===== config.mk =====
export PLATFORM = sky130hd
export DESIGN_NAME = pio_host_ctrl
export DESIGN_NICKNAME = d
export VERILOG_FILES = /design/src/pio_host_pkg.sv /design/src/pio_host_ctrl.sv /design/src/ready_sync.sv
export SDC_FILE = /design/constraint.sdc
export NUM_CORES = 1
export LEC_CHECK = 0
export ABC_CLOCK_PERIOD_IN_PS = 3700
export BUFFER_PORTS_ARGS = -buffer_cell sky130_fd_sc_hd__buf_2
export CAP_MARGIN = 20
export CELL_PAD_IN_SITES_DETAIL_PLACEMENT = 0
export CELL_PAD_IN_SITES_GLOBAL_PLACEMENT = 1
export CORE_MARGIN = 5
export CORE_UTILIZATION = 44
export CTS_CLUSTER_SIZE = 24
export DETAILED_ROUTE_END_ITERATION = 10
export GPL_TIMING_DRIVEN = 0
export PLACE_DENSITY = 0.86
export REMOVE_ABC_BUFFERS = 1
export SLEW_MARGIN = 10
export SYNTH_ARGS = -nofsm -noshare
export SYNTH_HDL_FRONTEND = slang
export SYNTH_SLANG_ARGS = --single-unit
export TNS_END_PERCENT = 100

===== constraint.sdc =====
create_clock -name core_clk -period 3.7 [get_ports core_clk]
set_input_delay 0.37 -clock core_clk [delete_from_list [all_inputs] [get_ports core_clk]]
set_output_delay 0.37 -clock core_clk [all_outputs]
set_load 0.005 [all_outputs]

===== src/pio_host_pkg.sv =====
// Function
// - Host keeps strobe-to-strobe cycle at least the mode's minimum cycle time; code skips this check for the first strobe after reset (first_reg).
// - Host holds strobe active for the mode's minimum, 290 ns for 8-bit modes 0-2.
// - Host keeps both strobes inactive for the mode's minimum recovery time.
// - Cycle is active plus inactive; host stretches either to reach minimum cycle; code stretches only the inactive time, in ST_SETUP.
// - Host samples ready 35 ns after strobe; if low, holds strobe until high; code cuts it off after WAIT_MAX_NS plus SYNC_LAT and flags timeout.
// - No ready waits in modes 5 and 6; host may ignore ready there.
// - 16-bit select is meaningful only in modes 0 to 2; ignored otherwise.
// - Device address is the two card enables plus the three host address lines.
// - Word accesses use all sixteen data lines, byte accesses the low eight.
package pio_host_pkg;

  // ****************************************************************
  // Timing
  // ****************************************************************
  localparam int CLK_PERIOD_NS = 10;
  localparam int NUM_MODES     = 7;
  localparam int SYNC_LAT      = 2;
  localparam int CNT_W         = 8;

  localparam int CYCLE_NS [NUM_MODES] = '{600, 383, 240, 180, 120, 100, 80};
  localparam int ACTIVE_NS[NUM_MODES] = '{165, 125, 100, 80, 70, 65, 55};
  localparam int ACT8_NS  [NUM_MODES] = '{290, 290, 290, 80, 70, 65, 55};
  localparam int RECOV_NS [NUM_MODES] = '{0, 0, 0, 70, 25, 25, 20};
  localparam int READY_SAMPLE_NS = 35;
  localparam int WAIT_MAX_NS     = 1250;

  localparam logic [2:0] WAIT_LAST_MODE  = 3'h4;
  localparam logic [2:0] CS16_LAST_MODE  = 3'h2;
  localparam logic [2:0] MODE_MAX        = 3'h6;

  function automatic logic [CNT_W-1:0] ns_to_cyc(input int ns);
    int c;
    c = (ns + CLK_PERIOD_NS - 1) / CLK_PERIOD_NS;
    if (c < 1)
    begin
      c = 1;
    end
    return c[CNT_W-1:0];
  endfunction

  localparam logic [CNT_W-1:0] SAMPLE_CYC = ns_to_cyc(READY_SAMPLE_NS);
  localparam logic [CNT_W-1:0] WAIT_MAX_CYC =
    CNT_W'(WAIT_MAX_NS / CLK_PERIOD_NS);

  // ****************************************************************
  // Carriers
  // ****************************************************************
  typedef struct packed {
    logic        write;
    logic        word;
    logic        attr;
    logic        cs_low;
    logic        cs_high;
    logic [2:0]  addr;
    logic [15:0] wdata;
  } pio_req_t;

  typedef struct packed {
    logic [15:0] rdata;
    logic        timeout;
    logic        cs16_seen;
  } pio_rsp_t;

  typedef enum logic [2:0] {
    ST_IDLE   = 3'b000,
    ST_SETUP  = 3'b001,
    ST_ACTIVE = 3'b011,
    ST_WAIT   = 3'b010,
    ST_HOLD   = 3'b110,
    ST_RECOV  = 3'b111
  } pio_state_t;

endpackage


===== src/pio_host_ctrl.sv =====
`timescale 1ns/100ps
module pio_host_ctrl
  import pio_host_pkg::*;
#(
  parameter int SETUP_NS = 70,
  parameter int HOLD_NS  = 20
)(
  input  wire logic        core_clk,
  input  wire logic        rst_n,
  input  wire logic [2:0]  pio_mode,
  input  wire logic        req_valid,
  output logic             req_ready,
  input  wire pio_req_t    req,
  output logic             rsp_valid,
  output pio_rsp_t         rsp,
  output logic             io_read_strobe_n,
  output logic             io_write_strobe_n,
  output logic             attribute_space_select_n,
  output logic             low_byte_card_enable_n,
  output logic             high_byte_card_enable_n,
  output logic [2:0]       host_addr,
  input  wire logic [15:0] host_bus_data_in,
  output logic [15:0]      host_bus_data_out,
  output logic             host_bus_data_oe,
  input  wire logic        iordy,
  input  wire logic        iocs16_n
);

  // ****************************************************************
  // Fixed and mode dependent counts
  // ****************************************************************
  localparam logic [CNT_W-1:0] SETUP_CYC = ns_to_cyc(SETUP_NS);
  localparam logic [CNT_W-1:0] HOLD_CYC  = ns_to_cyc(HOLD_NS);

  pio_state_t       state_reg,   state_next;
  pio_req_t         req_reg,     req_next;
  logic [CNT_W-1:0] phase_reg,   phase_next;
  logic [CNT_W-1:0] total_reg,   total_next;
  logic [CNT_W-1:0] wait_reg,    wait_next;
  logic             waited_reg,  waited_next;
  logic             cs16_reg,    cs16_next;
  logic             tout_reg,    tout_next;
  logic [15:0]      rdata_reg,   rdata_next;
  logic             rsp_v_reg,   rsp_v_next;
  logic             first_reg,   first_next;

  logic [2:0]       mode_eff;
  logic [CNT_W-1:0] act_cyc;
  logic [CNT_W-1:0] rec_cyc;
  logic [CNT_W-1:0] cyc_cyc;
  logic             wait_enabled;
  logic             cs16_valid;
  logic             ready_s;

  always_comb
  begin
    mode_eff = (pio_mode > MODE_MAX) ? MODE_MAX : pio_mode;
    act_cyc  = ns_to_cyc(ACTIVE_NS[mode_eff]);
    if (!req_reg.word)
    begin
      act_cyc = ns_to_cyc(ACT8_NS[mode_eff]);
    end
    rec_cyc      = ns_to_cyc(RECOV_NS[mode_eff]);
    cyc_cyc      = ns_to_cyc(CYCLE_NS[mode_eff]);
    wait_enabled = (mode_eff <= WAIT_LAST_MODE);
    cs16_valid   = (mode_eff <= CS16_LAST_MODE);
  end

  ready_sync #(
    .RESET_VAL (1'b1)
  ) u_ready_sync (
    .core_clk (core_clk),
    .rst_n    (rst_n),
    .async_in (iordy),
    .sync_out (ready_s)
  );

  // ****************************************************************
  // Cycle sequencer
  // ****************************************************************
  always_comb
  begin
    state_next  = state_reg;
    req_next    = req_reg;
    phase_next  = phase_reg + 1'b1;
    total_next  = (total_reg == '1) ? total_reg : total_reg + 1'b1;
    wait_next   = wait_reg;
    waited_next = waited_reg;
    cs16_next   = cs16_reg;
    tout_next   = tout_reg;
    rdata_next  = rdata_reg;
    rsp_v_next  = 1'b0;
    first_next  = first_reg;
    unique case (state_reg)
      ST_IDLE:
      begin
        if (req_valid)
        begin
          req_next    = req;
          state_next  = ST_SETUP;
          phase_next  = '0;
          waited_next = 1'b0;
          cs16_next   = 1'b0;
          tout_next   = 1'b0;
        end
      end
      ST_SETUP:
      begin
        if (!iocs16_n && cs16_valid)
        begin
          cs16_next = 1'b1;
        end
        // A new strobe may not open before the last cycle's minimum ends.
        if (phase_reg + 1'b1 >= SETUP_CYC &&
            (first_reg || total_reg + 1'b1 >= cyc_cyc))
        begin
          state_next = ST_ACTIVE;
          phase_next = '0;
          total_next = '0;
          wait_next  = '0;
          first_next = 1'b0;
        end
      end
      ST_ACTIVE:
      begin
        // Synchroniser delay is charged so ready is sampled no sooner.
        if (wait_enabled && phase_reg + 1'b1 == SAMPLE_CYC + SYNC_LAT
            && !ready_s)
        begin
          state_next  = ST_WAIT;
          waited_next = 1'b1;
        end
        else if (phase_reg + 1'b1 >= act_cyc &&
                 phase_reg + 1'b1 > SAMPLE_CYC + SYNC_LAT)
        begin
          state_next = ST_HOLD;
          phase_next = '0;
          rdata_next = host_bus_data_in;
        end
      end
      ST_WAIT:
      begin
        wait_next = wait_reg + 1'b1;
        // A short wait must not cut the strobe below its minimum width.
        if (ready_s && phase_reg + 1'b1 >= act_cyc)
        begin
          state_next = ST_HOLD;
          phase_next = '0;
          rdata_next = host_bus_data_in;
        end
        else if (!ready_s && wait_reg >= WAIT_MAX_CYC + SYNC_LAT)
        begin
          // A card that overruns its wait limit is cut loose and flagged.
          state_next = ST_HOLD;
          phase_next = '0;
          tout_next  = 1'b1;
          rdata_next = host_bus_data_in;
        end
      end
      ST_HOLD:
      begin
        if (phase_reg + 1'b1 >= HOLD_CYC)
        begin
          state_next = ST_RECOV;
          phase_next = '0;
          rsp_v_next = 1'b1;
        end
      end
      ST_RECOV:
      begin
        if (phase_reg + 1'b1 >= rec_cyc)
        begin
          state_next = ST_IDLE;
        end
      end
      default:
      begin
        state_next = ST_IDLE;
      end
    endcase
  end

  always_ff @(posedge core_clk or negedge rst_n)
  begin
    if (!rst_n)
    begin
      state_reg  <= ST_IDLE;
      req_reg    <= '0;
      phase_reg  <= '0;
      total_reg  <= '0;
      wait_reg   <= '0;
      waited_reg <= 1'b0;
      cs16_reg   <= 1'b0;
      tout_reg   <= 1'b0;
      rdata_reg  <= 16'h0000;
      rsp_v_reg  <= 1'b0;
      first_reg  <= 1'b1;
    end
    else
    begin
      state_reg  <= state_next;
      req_reg    <= req_next;
      phase_reg  <= phase_next;
      total_reg  <= total_next;
      wait_reg   <= wait_next;
      waited_reg <= waited_next;
      cs16_reg   <= cs16_next;
      tout_reg   <= tout_next;
      rdata_reg  <= rdata_next;
      rsp_v_reg  <= rsp_v_next;
      first_reg  <= first_next;
    end
  end

  // ****************************************************************
  // Pins
  // ****************************************************************
  logic strobe_on;
  logic in_cycle;

  assign strobe_on = (state_reg == ST_ACTIVE) || (state_reg == ST_WAIT);
  assign in_cycle  = (state_reg != ST_IDLE) && (state_reg != ST_RECOV);

  assign req_ready                = (state_reg == ST_IDLE);
  assign io_read_strobe_n         = !(strobe_on && !req_reg.write);
  assign io_write_strobe_n        = !(strobe_on && req_reg.write);
  assign attribute_space_select_n = !(in_cycle && req_reg.attr);
  assign low_byte_card_enable_n   = !(in_cycle && req_reg.cs_low);
  assign high_byte_card_enable_n  = !(in_cycle && req_reg.cs_high);
  assign host_addr                = req_reg.addr;
  assign host_bus_data_out        = req_reg.word ? req_reg.wdata
                                    : {8'h00, req_reg.wdata[7:0]};
  assign host_bus_data_oe         = in_cycle && req_reg.write;
  assign rsp_valid                = rsp_v_reg;
  assign rsp.rdata                = req_reg.word ? rdata_reg
                                    : {8'h00, rdata_reg[7:0]};
  assign rsp.timeout              = tout_reg;
  assign rsp.cs16_seen            = cs16_reg;

endmodule // pio_host_ctrl


===== src/ready_sync.sv =====
`timescale 1ns/100ps
module ready_sync
  import pio_host_pkg::*;
#(
  parameter logic RESET_VAL = 1'b1
)(
  input  wire logic core_clk,
  input  wire logic rst_n,
  input  wire logic async_in,
  output logic      sync_out
);

  logic stage1_reg;
  logic stage2_reg;
  logic stage1_next;
  logic stage2_next;

  always_comb
  begin
    stage1_next = async_in;
    stage2_next = stage1_reg;
  end

  // Only the second stage is visible to the rest of the design.
  always_ff @(posedge core_clk or negedge rst_n)
  begin
    if (!rst_n)
    begin
      stage1_reg <= RESET_VAL;
      stage2_reg <= RESET_VAL;
    end
    else
    begin
      stage1_reg <= stage1_next;
      stage2_reg <= stage2_next;
    end
  end

  assign sync_out = stage2_reg;

endmodule // ready_sync


==> results of run 1 <==
==> worst paths after layout <==
path	from	slack (ns)	cells after the start	to
max	pio_mode[2]	-2.42	31	state_reg[0]
max reg2reg	req_reg[22]	0.07	14	phase_reg[0]
min	iordy	0.15	1	u_ready_sync.stage1_reg
min reg2reg	u_ready_sync.stage1_reg	0.36	0	u_ready_sync.sync_out
max in group asynchronous	rst_n	2.60	3	u_ready_sync.stage1_reg
min in group asynchronous	rst_n	0.50	2	req_reg[2]
==> cells by family (layout without fill, tap and decap cells) <==
| kind of cell | after synthesis | in the layout |
|---|---|---|
| AOI/OAI and AO/OA | 155 | 155 |
| xor gates and xnor gates | 27 | 27 |
| adders and majority gates | 43 | 43 |
| buffers and inverters | 94 | 197 |
| DFF | 73 | 73 |
| muxes | 48 | 48 |
| other | 1 | 1 |
| and+or+nand+nor | 243 | 243 |
==> metrics by stage <==
stage          std cells  utilization (%)  cell area [sq um]
3_3_place_gp         896            47.41               6279
5_1_grt              963            56.94               7541
6_report             963            56.94               7541
4_1_cts              952            55.39               7335
2_1_floorplan        628                -               5598
3_5_place_dp         898            47.77               6326
==> per-layer routing <==
layer	vias up	part of all wire, %
li1	2591	-
met1	2617	43
met2	203	47
met3	43	7.4
met4	0	2.4
met5	-	0
==> timing repair <==
| item | 4_1_cts | 5_1_grt |
|---|---|---|
| hold endpoints to repair | 26 | 0 |
| setup buffers | 34 | 11 |
| cloned | 3 | 0 |
| gates resized for setup | 95 | 29 |
| setup endpoints to repair | 44 | 44 |
| pin swaps | 50 | 36 |
| hold buffers | 1 | 0 |
==> critical path, delay by kind of cell <==
kind | cells | cell delay, ns
and+or+nand+nor | 7 | 0.99
AOI/OAI and AO/OA | 16 | 3.47
xor gates and xnor gates | 1 | 0.14
buffers and inverters | 3 | 0.41
adders and majority gates | 4 | 0.93
==> cell type report <==
cell class | count | share of cell area (%)
flip-flops and latches | 73 | 24.27
well taps | 176 | 2.920
multi-input cells | 517 | 54.14
repair buffers | 143 | 13.16
clock inverters | 4 | 0.2655
inverters | 38 | 2.107
clock buffers | 12 | 3.136
==> cell usage after synthesis (4+ instances only) <==
cell / instances
o21ai_1: 4
o21ai_0: 29
xor2_1: 12
nor3_1: 21
xnor2_1: 15
or3_1: 9
a31oi_1: 5
o31ai_1: 7
a31o_2: 4
nand3_1: 21
and2_1: 22
o22ai_1: 4
nand2b_1: 13
nand2_1: 51
nor2_1: 57
clkbuf_1: 18
inv_1: 36
buf_4: 22
mux2i_1: 7
a21o_1: 13
nand3b_1: 4
a211oi_1: 4
nor2b_1: 12
and3_1: 10
ha_1: 43
nor4_1: 4
dfrtp_1: 70
a21oi_1: 41
buf_2: 10
mux2_2: 41
==> power by group <==
part	leakage [nW]	total, W	switching [W]	internal, W
clock network	0.130	0.000763	0.000314	0.000449
logic	2.45	0.00244	0.00120	0.00125
registers	0.889	0.00144	0.000306	0.00113
==> impl_metrics.ini, run 1 <==
[die]
fp.dieW_um = 126.1
die_h_um = 126.1
rows = 42
pin_count = 93
die_area_sq_um = 15890
core_sq_um = 13240
initial_core_util_pct = 44.75

[layout]
nFillCells = 1187
multi_input_area_sq_um = 4083
mostFrequentLayoutCells = 88 x buf_2, 70 x dfrtp_1, 51 x nor2_1, 50 x nand2_1, 42 x buf_4
fin_nets = 873
drive_above_1_share_pct = 35.58
largest_reg_flops = 21
area_delta_synth_final_pct = 27.26
final_common_cell = buf_2
insertedDiodeCount = 0
regArea_sq_um = 1831

[global_route]
grt_use_met2_pct = 31.52
top_usage_layer = met2
first_global_vias = 5478
grt_pass1_wl_um = 26180
grt_antenna_before_repair = 0
grt_use_total_pct = 19.42
overflow = 0
grt_util_met1_pct = 24.58
grtUsageMet3_pct = 5.461
grt_max_degree = 47

[drt]
wirelength_um = 16010
drt_iter0_drc = 367
wl_per_cell_um = 16.62
first_pass_iters = 5
route.detailed.drc = 0
vias_per_cell = 5.664
antenna_left = 0
vias = 5454

[placed_design]
dp_slack_ns = -5.226
globalplace.congestion = 0.8579
io_buffers = 92
dp_hpwl_um = 10510

[logic_synthesis]
yosys.area_share.simple_pct = 20.97
ys_top_cells_by_area = dfrtp_1 30%, ha_1 9.1%, mux2_2 7.8%, nor2_1 3.6%, a21oi_1 3.5%
synthXorXnorAreaFrac_pct = 3.991
synthMuxAreaShare_pct = 8.974
synth_compound_area_share_pct = 18.10
synthCells = 684
synth_ff_type = dfrtp_1
ys_ff_latch = 73
ys_seq_area_share_pct = 30.89
synth_cell_types = 77
synth_fa_ha_area_share_pct = 9.079
synth_top_cell_by_area = dfrtp_1
synth_top_family_by_area = simple AND/OR/NAND/NOR gates
syn-cell-area_sq_um = 5926
synth_top_area_share_pct = 29.56
synth_edf_count = 0
syn_area_per_cell_sq_um = 8.663
yosys_warnings = 0
synth_async_sr_flop_share_pct = 100.0

[timing]
setup_viol = 44
finalHoldViolCount = 0
worst_slew_pin_slew_ns = 1.044
hold_ws_ns = 0.1465
timing.fmax_mhz = 163.3
slew-limit-headroom_pct = 30.38
slew_violations = 0
fin_skew_ns = 0.006150
period_share_pct = 165.5
worst_slack_ns = -2.423
setup_tns_ns = -94.96
grt_setup_unrepaired = yes
min_period_ns = 6.123

[clock_tree]
cts_tree = built
clk_pin_slew_ns = 0.06
cts-root-buf = clkbuf_16
htree_levels = 3
clk_path_buf_depth = 2
cts-buffers-inserted = 9
clock_sinks = 73
worstSkewPairLatency_ns = 0.33

[run_status]
violations = setup timing
status = finished, violations left

[worst_setup_path]
worstSetupPathType = input pin to flip-flop
endpoint_kind = flip-flop
cp.required_ns = 3.91
start_kind = input pin
worstPathArrival_ns = 6.33
critical_path.slowest_cell = or3_4
cpPeakStageDelay_ns = 0.39
cp_max_fo = 6
crit_path_frequent_cell = a21o_1

[hold_path]
hp-class = input pin to flip-flop

[pwr]
power_w = 0.004645
p_leak_nw = 3.468
p_per_area_nw_per_um2 = 616.0
vdd_drop_max_v = 0.0005207

[run]
max_cap_viol_count = 0
(Power assumes the default switching activity.)
==> run 2: changes to the inputs <==
--- a/config.mk
+++ b/config.mk
@@ -10,6 +10,7 @@
 export CAP_MARGIN = 20
 export CELL_PAD_IN_SITES_DETAIL_PLACEMENT = 0
 export CELL_PAD_IN_SITES_GLOBAL_PLACEMENT = 1
+export CORE_ASPECT_RATIO = 0.5
 export CORE_MARGIN = 5
 export CORE_UTILIZATION = 44
 export CTS_CLUSTER_SIZE = 24
@@ -17,6 +18,7 @@
 export GPL_TIMING_DRIVEN = 0
 export PLACE_DENSITY = 0.86
 export REMOVE_ABC_BUFFERS = 1
+export SKIP_CTS_REPAIR_TIMING = 1
 export SLEW_MARGIN = 10
 export SYNTH_ARGS = -nofsm -noshare
 export SYNTH_HDL_FRONTEND = slang
==> run 2 against run 1 <==
Effect of this change:
- the flow still finishes with violations (setup timing)
- clock skew is 0.0021 ns higher
- worst setup slack worse by 0.32 ns
- power is 4.0% higher
- clock power is 35% higher
- cell count is 0.62% lower
- die area is 0.89% higher
- register-to-register slack worse by 0.02 ns
- utilization is 0.86 points lower
- count of clock-buffer cells in the layout is 1 lower
- sequential share of layout area is 0.15 points higher
- largest power group unchanged
==> impl_metrics.ini, run 2 (synthesis results as in run 1) <==
[timing]
worst_slack_ns = -2.742
worst_slew_pin_slew_ns = 1.100
min_period_ns = 6.442
setup_viol = 44
slew_violations = 0
fin_skew_ns = 0.008296
timing.fmax_mhz = 155.2
grt_setup_unrepaired = yes
finalHoldViolCount = 0
slew-limit-headroom_pct = 26.13
period_share_pct = 174.1
hold_ws_ns = 0.1515
setup_tns_ns = -107.86

[clock_tree]
cts-buffers-inserted = 9
clk_pin_slew_ns = 0.05
htree_levels = 3
cts-root-buf = clkbuf_16
clock_sinks = 73
cts_tree = built
clk_path_buf_depth = 2
worstSkewPairLatency_ns = 0.32

[drt]
wl_per_cell_um = 15.84
drt_iter0_drc = 284
antenna_left = 0
first_pass_iters = 5
vias_per_cell = 5.543
vias = 5305
wirelength_um = 15160
route.detailed.drc = 0

[layout]
nFillCells = 1153
final_area_sq_um = 7495
insertedDiodeCount = 0
largest_reg_flops = 21
mostFrequentLayoutCells = 89 x buf_2, 70 x dfrtp_1, 50 x nor2_1, 50 x nand2_1, 41 x mux2_2
drive_above_1_share_pct = 34.06
fin_nets = 867
area_delta_synth_final_pct = 26.48
final_common_cell = buf_2

[die]
die_area_sq_um = 16030
core_sq_um = 13360
initial_core_util_pct = 44.34
rows = 30
die_h_um = 92.06
pin_count = 93
fp.dieW_um = 174.1

[placed_design]
placed_area_sq_um = 6317
dp_slack_ns = -5.446
dp_hpwl_um = 10370
globalplace.congestion = 0.7957
io_buffers = 92

[run_status]
status = finished, violations left
violations = setup timing

[worst_setup_path]
worstSetupPathType = input pin to flip-flop
critical_path.slowest_cell = a2111o_1
worstPathArrival_ns = 6.64
critical_path_buf_inv_count = 2
cp.required_ns = 3.90
cp_max_fo = 7
start_kind = input pin
crit_path_frequent_cell = a21o_1
cpPeakStageDelay_ns = 0.46
cpLargestDelayFamily = compound AO/OA/AOI/OAI gates
endpoint_kind = flip-flop

[pwr]
p_per_area_nw_per_um2 = 644.7
vdd_drop_max_v = 0.0004724
p_clk_share_pct = 21.4
p_int_w = 0.003067
pwr-share-comb_pct = 49.1
p_sw_w = 0.001765
swShare_pct = 36.53
power_frac_seq_pct = 29.5
power_w = 0.004832
p_leak_nw = 3.451

[global_route]
overflow = 0
grt_pass1_wl_um = 23360
grt_use_total_pct = 17.08
first_global_vias = 4825
grt_antenna_before_repair = 0
grt_max_degree = 45

[run]
max_cap_viol_count = 0

[hold_path]
hp-class = input pin to flip-flop
run 2: power groups by stage:
stage	registers [W]	logic, W	clock network, W
after floorplan	0.00136	0.00142	0
after global placement	0.00141	0.00197	0
after detailed placement	0.00143	0.00202	0
after CTS	0.00142	0.00204	0.00105
after global routing	0.00149	0.00265	0.00110
final	0.00143	0.00237	0.00103
run 2: final timing paths:
check,startpoint,endpoint,slack (ns),cells past startpoint
max,pio_mode[1],state_reg[0],-2.74,30
min,iordy,u_ready_sync.stage1_reg,0.15,1
max reg2reg,req_reg[22],rdata_reg[4],0.05,15
min reg2reg,u_ready_sync.stage1_reg,u_ready_sync.sync_out,0.36,0
max in group asynchronous,rst_n,u_ready_sync.stage1_reg,2.56,3
min in group asynchronous,rst_n,host_addr[2],0.52,2
run 2: routing by layer:
layer / share of wire (%) / track usage (%)
met5: 0 / 0
met4: 0.89 / 3.160
met3: 6.5 / 4.819
met1: 47 / 23.00
met2: 46 / 27.77
run 2: worst reg2reg max path: cells and delay by family, from the launching register on:
| family | cells | cell delay, ns |
|---|---|---|
| muxes | 1 | 0.28 |
| AOI/OAI and AO/OA | 7 | 1.48 |
| adders and majority gates | 1 | 0.28 |
| DFF | 1 | 0.85 |
| buffers and inverters | 1 | 0.15 |
| and+or+nand+nor | 5 | 0.50 |
run 2: metrics by stage:
step	util, %	instances
after floorplan	-	628
after global placement	46.99	896
after detailed placement	47.28	898
after CTS	49.97	914
after global routing	56.09	957
final	56.09	957
run 2: layout make-up:
type | instances | area (sq um) | area share, %
multi-input combinational | 517 | 3975 | 53.04
timing repair buffer | 137 | 962.2 | 12.84
sequential | 73 | 1831 | 24.42
tap | 176 | 220.2 | 2.938
clock inverter | 5 | 127.6 | 1.703
inverter | 38 | 146.4 | 1.953
clock buffer | 11 | 232.7 | 3.105
==> run 3: changes to the inputs <==
--- a/config.mk
+++ b/config.mk
@@ -22,5 +22,6 @@
 export SLEW_MARGIN = 10
 export SYNTH_ARGS = -nofsm -noshare
 export SYNTH_HDL_FRONTEND = slang
+export SYNTH_HIERARCHICAL = 1
 export SYNTH_SLANG_ARGS = --single-unit
 export TNS_END_PERCENT = 100
==> run 3 against run 2 <==
Effect of this change:
- the run still ends with setup timing left
- synthesized cell count did not move
- global-route usage is the same
- design area did not move
==> impl_metrics.ini, run 3 <==
[run_status]
status = finished, violations left
violations = setup timing

[drt]
wl_per_cell_um = 15.86
vias = 5306
drt_iter0_drc = 305
wirelength_um = 15180
first_pass_iters = 5
vias_per_cell = 5.544
antenna_left = 0
route.detailed.drc = 0

[worst_setup_path]
endpoint_kind = flip-flop
crit_path_frequent_cell = a21o_1
worstSetupPathType = input pin to flip-flop
critical_path.slowest_cell = a2111o_1
ff2ff_setup_slack_ns = 0.04
cpLargestDelayFamily = compound AO/OA/AOI/OAI gates
cp_max_fo = 7
critical_path_buf_inv_count = 2
cpPeakStageDelay_ns = 0.46
worstReg2RegEnd = rdata_reg[4]
start_kind = input pin
reg2reg_depth = 15
cp.required_ns = 3.90
worstPathArrival_ns = 6.63
r2r-start = req_reg[22]

[die]
initial_core_util_pct = 44.34
core_sq_um = 13360
pin_count = 93
rows = 30
die_h_um = 92.06
die_area_sq_um = 16030
fp.dieW_um = 174.1

[timing]
worst_slew_pin_slew_ns = 1.101
timing.fmax_mhz = 155.4
min_period_ns = 6.434
period_share_pct = 173.9
finalHoldViolCount = 0
fin_skew_ns = 0.008168
worst_slack_ns = -2.734
setup_viol = 44
slew-limit-headroom_pct = 26.05
setup_tns_ns = -107.63
grt_setup_unrepaired = yes
slew_violations = 0

[global_route]
grt_antenna_before_repair = 0
grt_use_total_pct = 17.08
grt_max_degree = 45
first_global_vias = 4825
grt_pass1_wl_um = 23360
overflow = 0

[placed_design]
dp_hpwl_um = 10370
io_buffers = 92
placed_area_sq_um = 6317
globalplace.congestion = 0.7957

[logic_synthesis]
synthCells = 684
yosys_warnings = 6
syn_area_per_cell_sq_um = 8.663
synth_top_area_share_pct = 29.56
synth_cell_types = 77
synth_most_common_cell = dfrtp_1
ys_top_cells_by_area = dfrtp_1 30%, ha_1 9.1%, mux2_2 7.8%, nor2_1 3.6%, a21oi_1 3.5%
synth_top_cell_by_area = dfrtp_1
syn-cell-area_sq_um = 5926
synth_edf_count = 0
synth_common_cells = 70 x dfrtp_1, 57 x nor2_1, 51 x nand2_1
synth_ff_type = dfrtp_1
ys_ff_latch = 73
ys_seq_area_share_pct = 30.89
synth_async_sr_flop_share_pct = 100.0

[hold_path]
holdPathEnd = u_ready_sync/stage1_reg
min_from = iordy
hold_depth = 1
hp-class = input pin to flip-flop

[clock_tree]
clk_path_buf_depth = 2
cts-root-buf = clkbuf_16
clock_sinks = 73
cts_tree = built
clk_pin_slew_ns = 0.05
cts-buffers-inserted = 9
htree_levels = 3
worstSkewPairLatency_ns = 0.32

[layout]
area_delta_synth_final_pct = 26.48
nFillCells = 1153
final_common_cell = buf_2
mostFrequentLayoutCells = 89 x buf_2, 70 x dfrtp_1, 50 x nor2_1, 50 x nand2_1, 41 x mux2_2
drive_above_1_share_pct = 34.06
fin_nets = 867
largest_reg_flops = 21
final_area_sq_um = 7495
fin_util_pct = 56.09
insertedDiodeCount = 0

[run]
max_cap_viol_count = 0

[pwr]
power_w = 0.004831
p_leak_nw = 3.451
p_per_area_nw_per_um2 = 644.6
vdd_drop_max_v = 0.0004721
[run 3: cell counts after synthesis]
Identical to the previous run, type by type.
[run 3: logic make-up (layout without fill, tap and decap cells)]
family	after synthesis	after routing	synth area share [%]
mux	48	48	8.974
simple gates	243	243	20.97
flops	73	73	30.89
other cells	1	1	0.06328
compound gates	155	155	18.10
fa+ha+maj	43	43	9.079
buf+inv	94	191	7.939
xor+xnor	27	27	3.991
[run 3: area by class of cell]
cell class | count | area [sq um] | area share (%)
Clock buffer | 11 | 232.7 | 3.105
Inverter | 38 | 146.4 | 1.953
Tap cell | 176 | 220.2 | 2.938
Clock inverter | 5 | 127.6 | 1.703
Multi-Input combinational cell | 517 | 3975 | 53.04
Sequential cell | 73 | 1831 | 24.42
Timing Repair Buffer | 137 | 962.2 | 12.84
[run 3: worst max path at each step]
stage           startpoint            to  slack, ns  cells past startpoint
5_1_grt        pio_mode[1]  state_reg[0]      -2.96                     30
2_1_floorplan  pio_mode[1]   wait_reg[2]      -3.74                     30
3_5_place_dp   pio_mode[1]   wait_reg[4]      -5.45                     31
6_report       pio_mode[1]  state_reg[0]      -2.73                     30
4_1_cts        pio_mode[1]   wait_reg[4]      -5.13                     31
3_3_place_gp   pio_mode[1]   wait_reg[4]      -5.76                     30
[run 3: worst register-to-register path: stages (launching register included)]
cell and delay, ns:
dfrtp_1 0.86, o2111ai_1 0.27, o32ai_2 0.34, ha_1 0.28, a21o_1 0.15, a21oi_1 0.14, nor2b_1 0.06, o21ai_1 0.12
nand2b_1 0.08, a211oi_2 0.28, nor2b_1 0.09, nor3_2 0.22, a31o_2 0.18, nor2_4 0.05, buf_12 0.15, mux2_2 0.28
[run 3: through the flow]
step,hold slack (ns),std cells,setup slack (ns)
CTS,-0.01180,914,-5.134
global route,0.1340,957,-2.963
detailed placement,0.3287,898,-5.446
floorplan,0.07441,628,-3.742
global placement,0.3461,896,-5.757
finish,0.1517,957,-2.734
[run 3: power by group]
| part | leakage [nW] | switching [W] | internal (W) | total (W) |
|---|---|---|---|---|
| logic | 2.39 | 0.00116 | 0.00121 | 0.00237 |
| registers | 0.889 | 0.000296 | 0.00113 | 0.00143 |
| clock network | 0.170 | 0.000306 | 0.000727 | 0.00103 |
| total | 3.45 | 0.00176 | 0.00307 | 0.00483 |
[run 3: per-layer routing]
metal	vias to the layer above	routed length [um]	GRT usage (%)
li1	2581	-	-
met1	2549	7084	23.00
met2	163	6991	27.77
met3	13	966	4.819
met4	0	135	3.160
met5	-	0	0
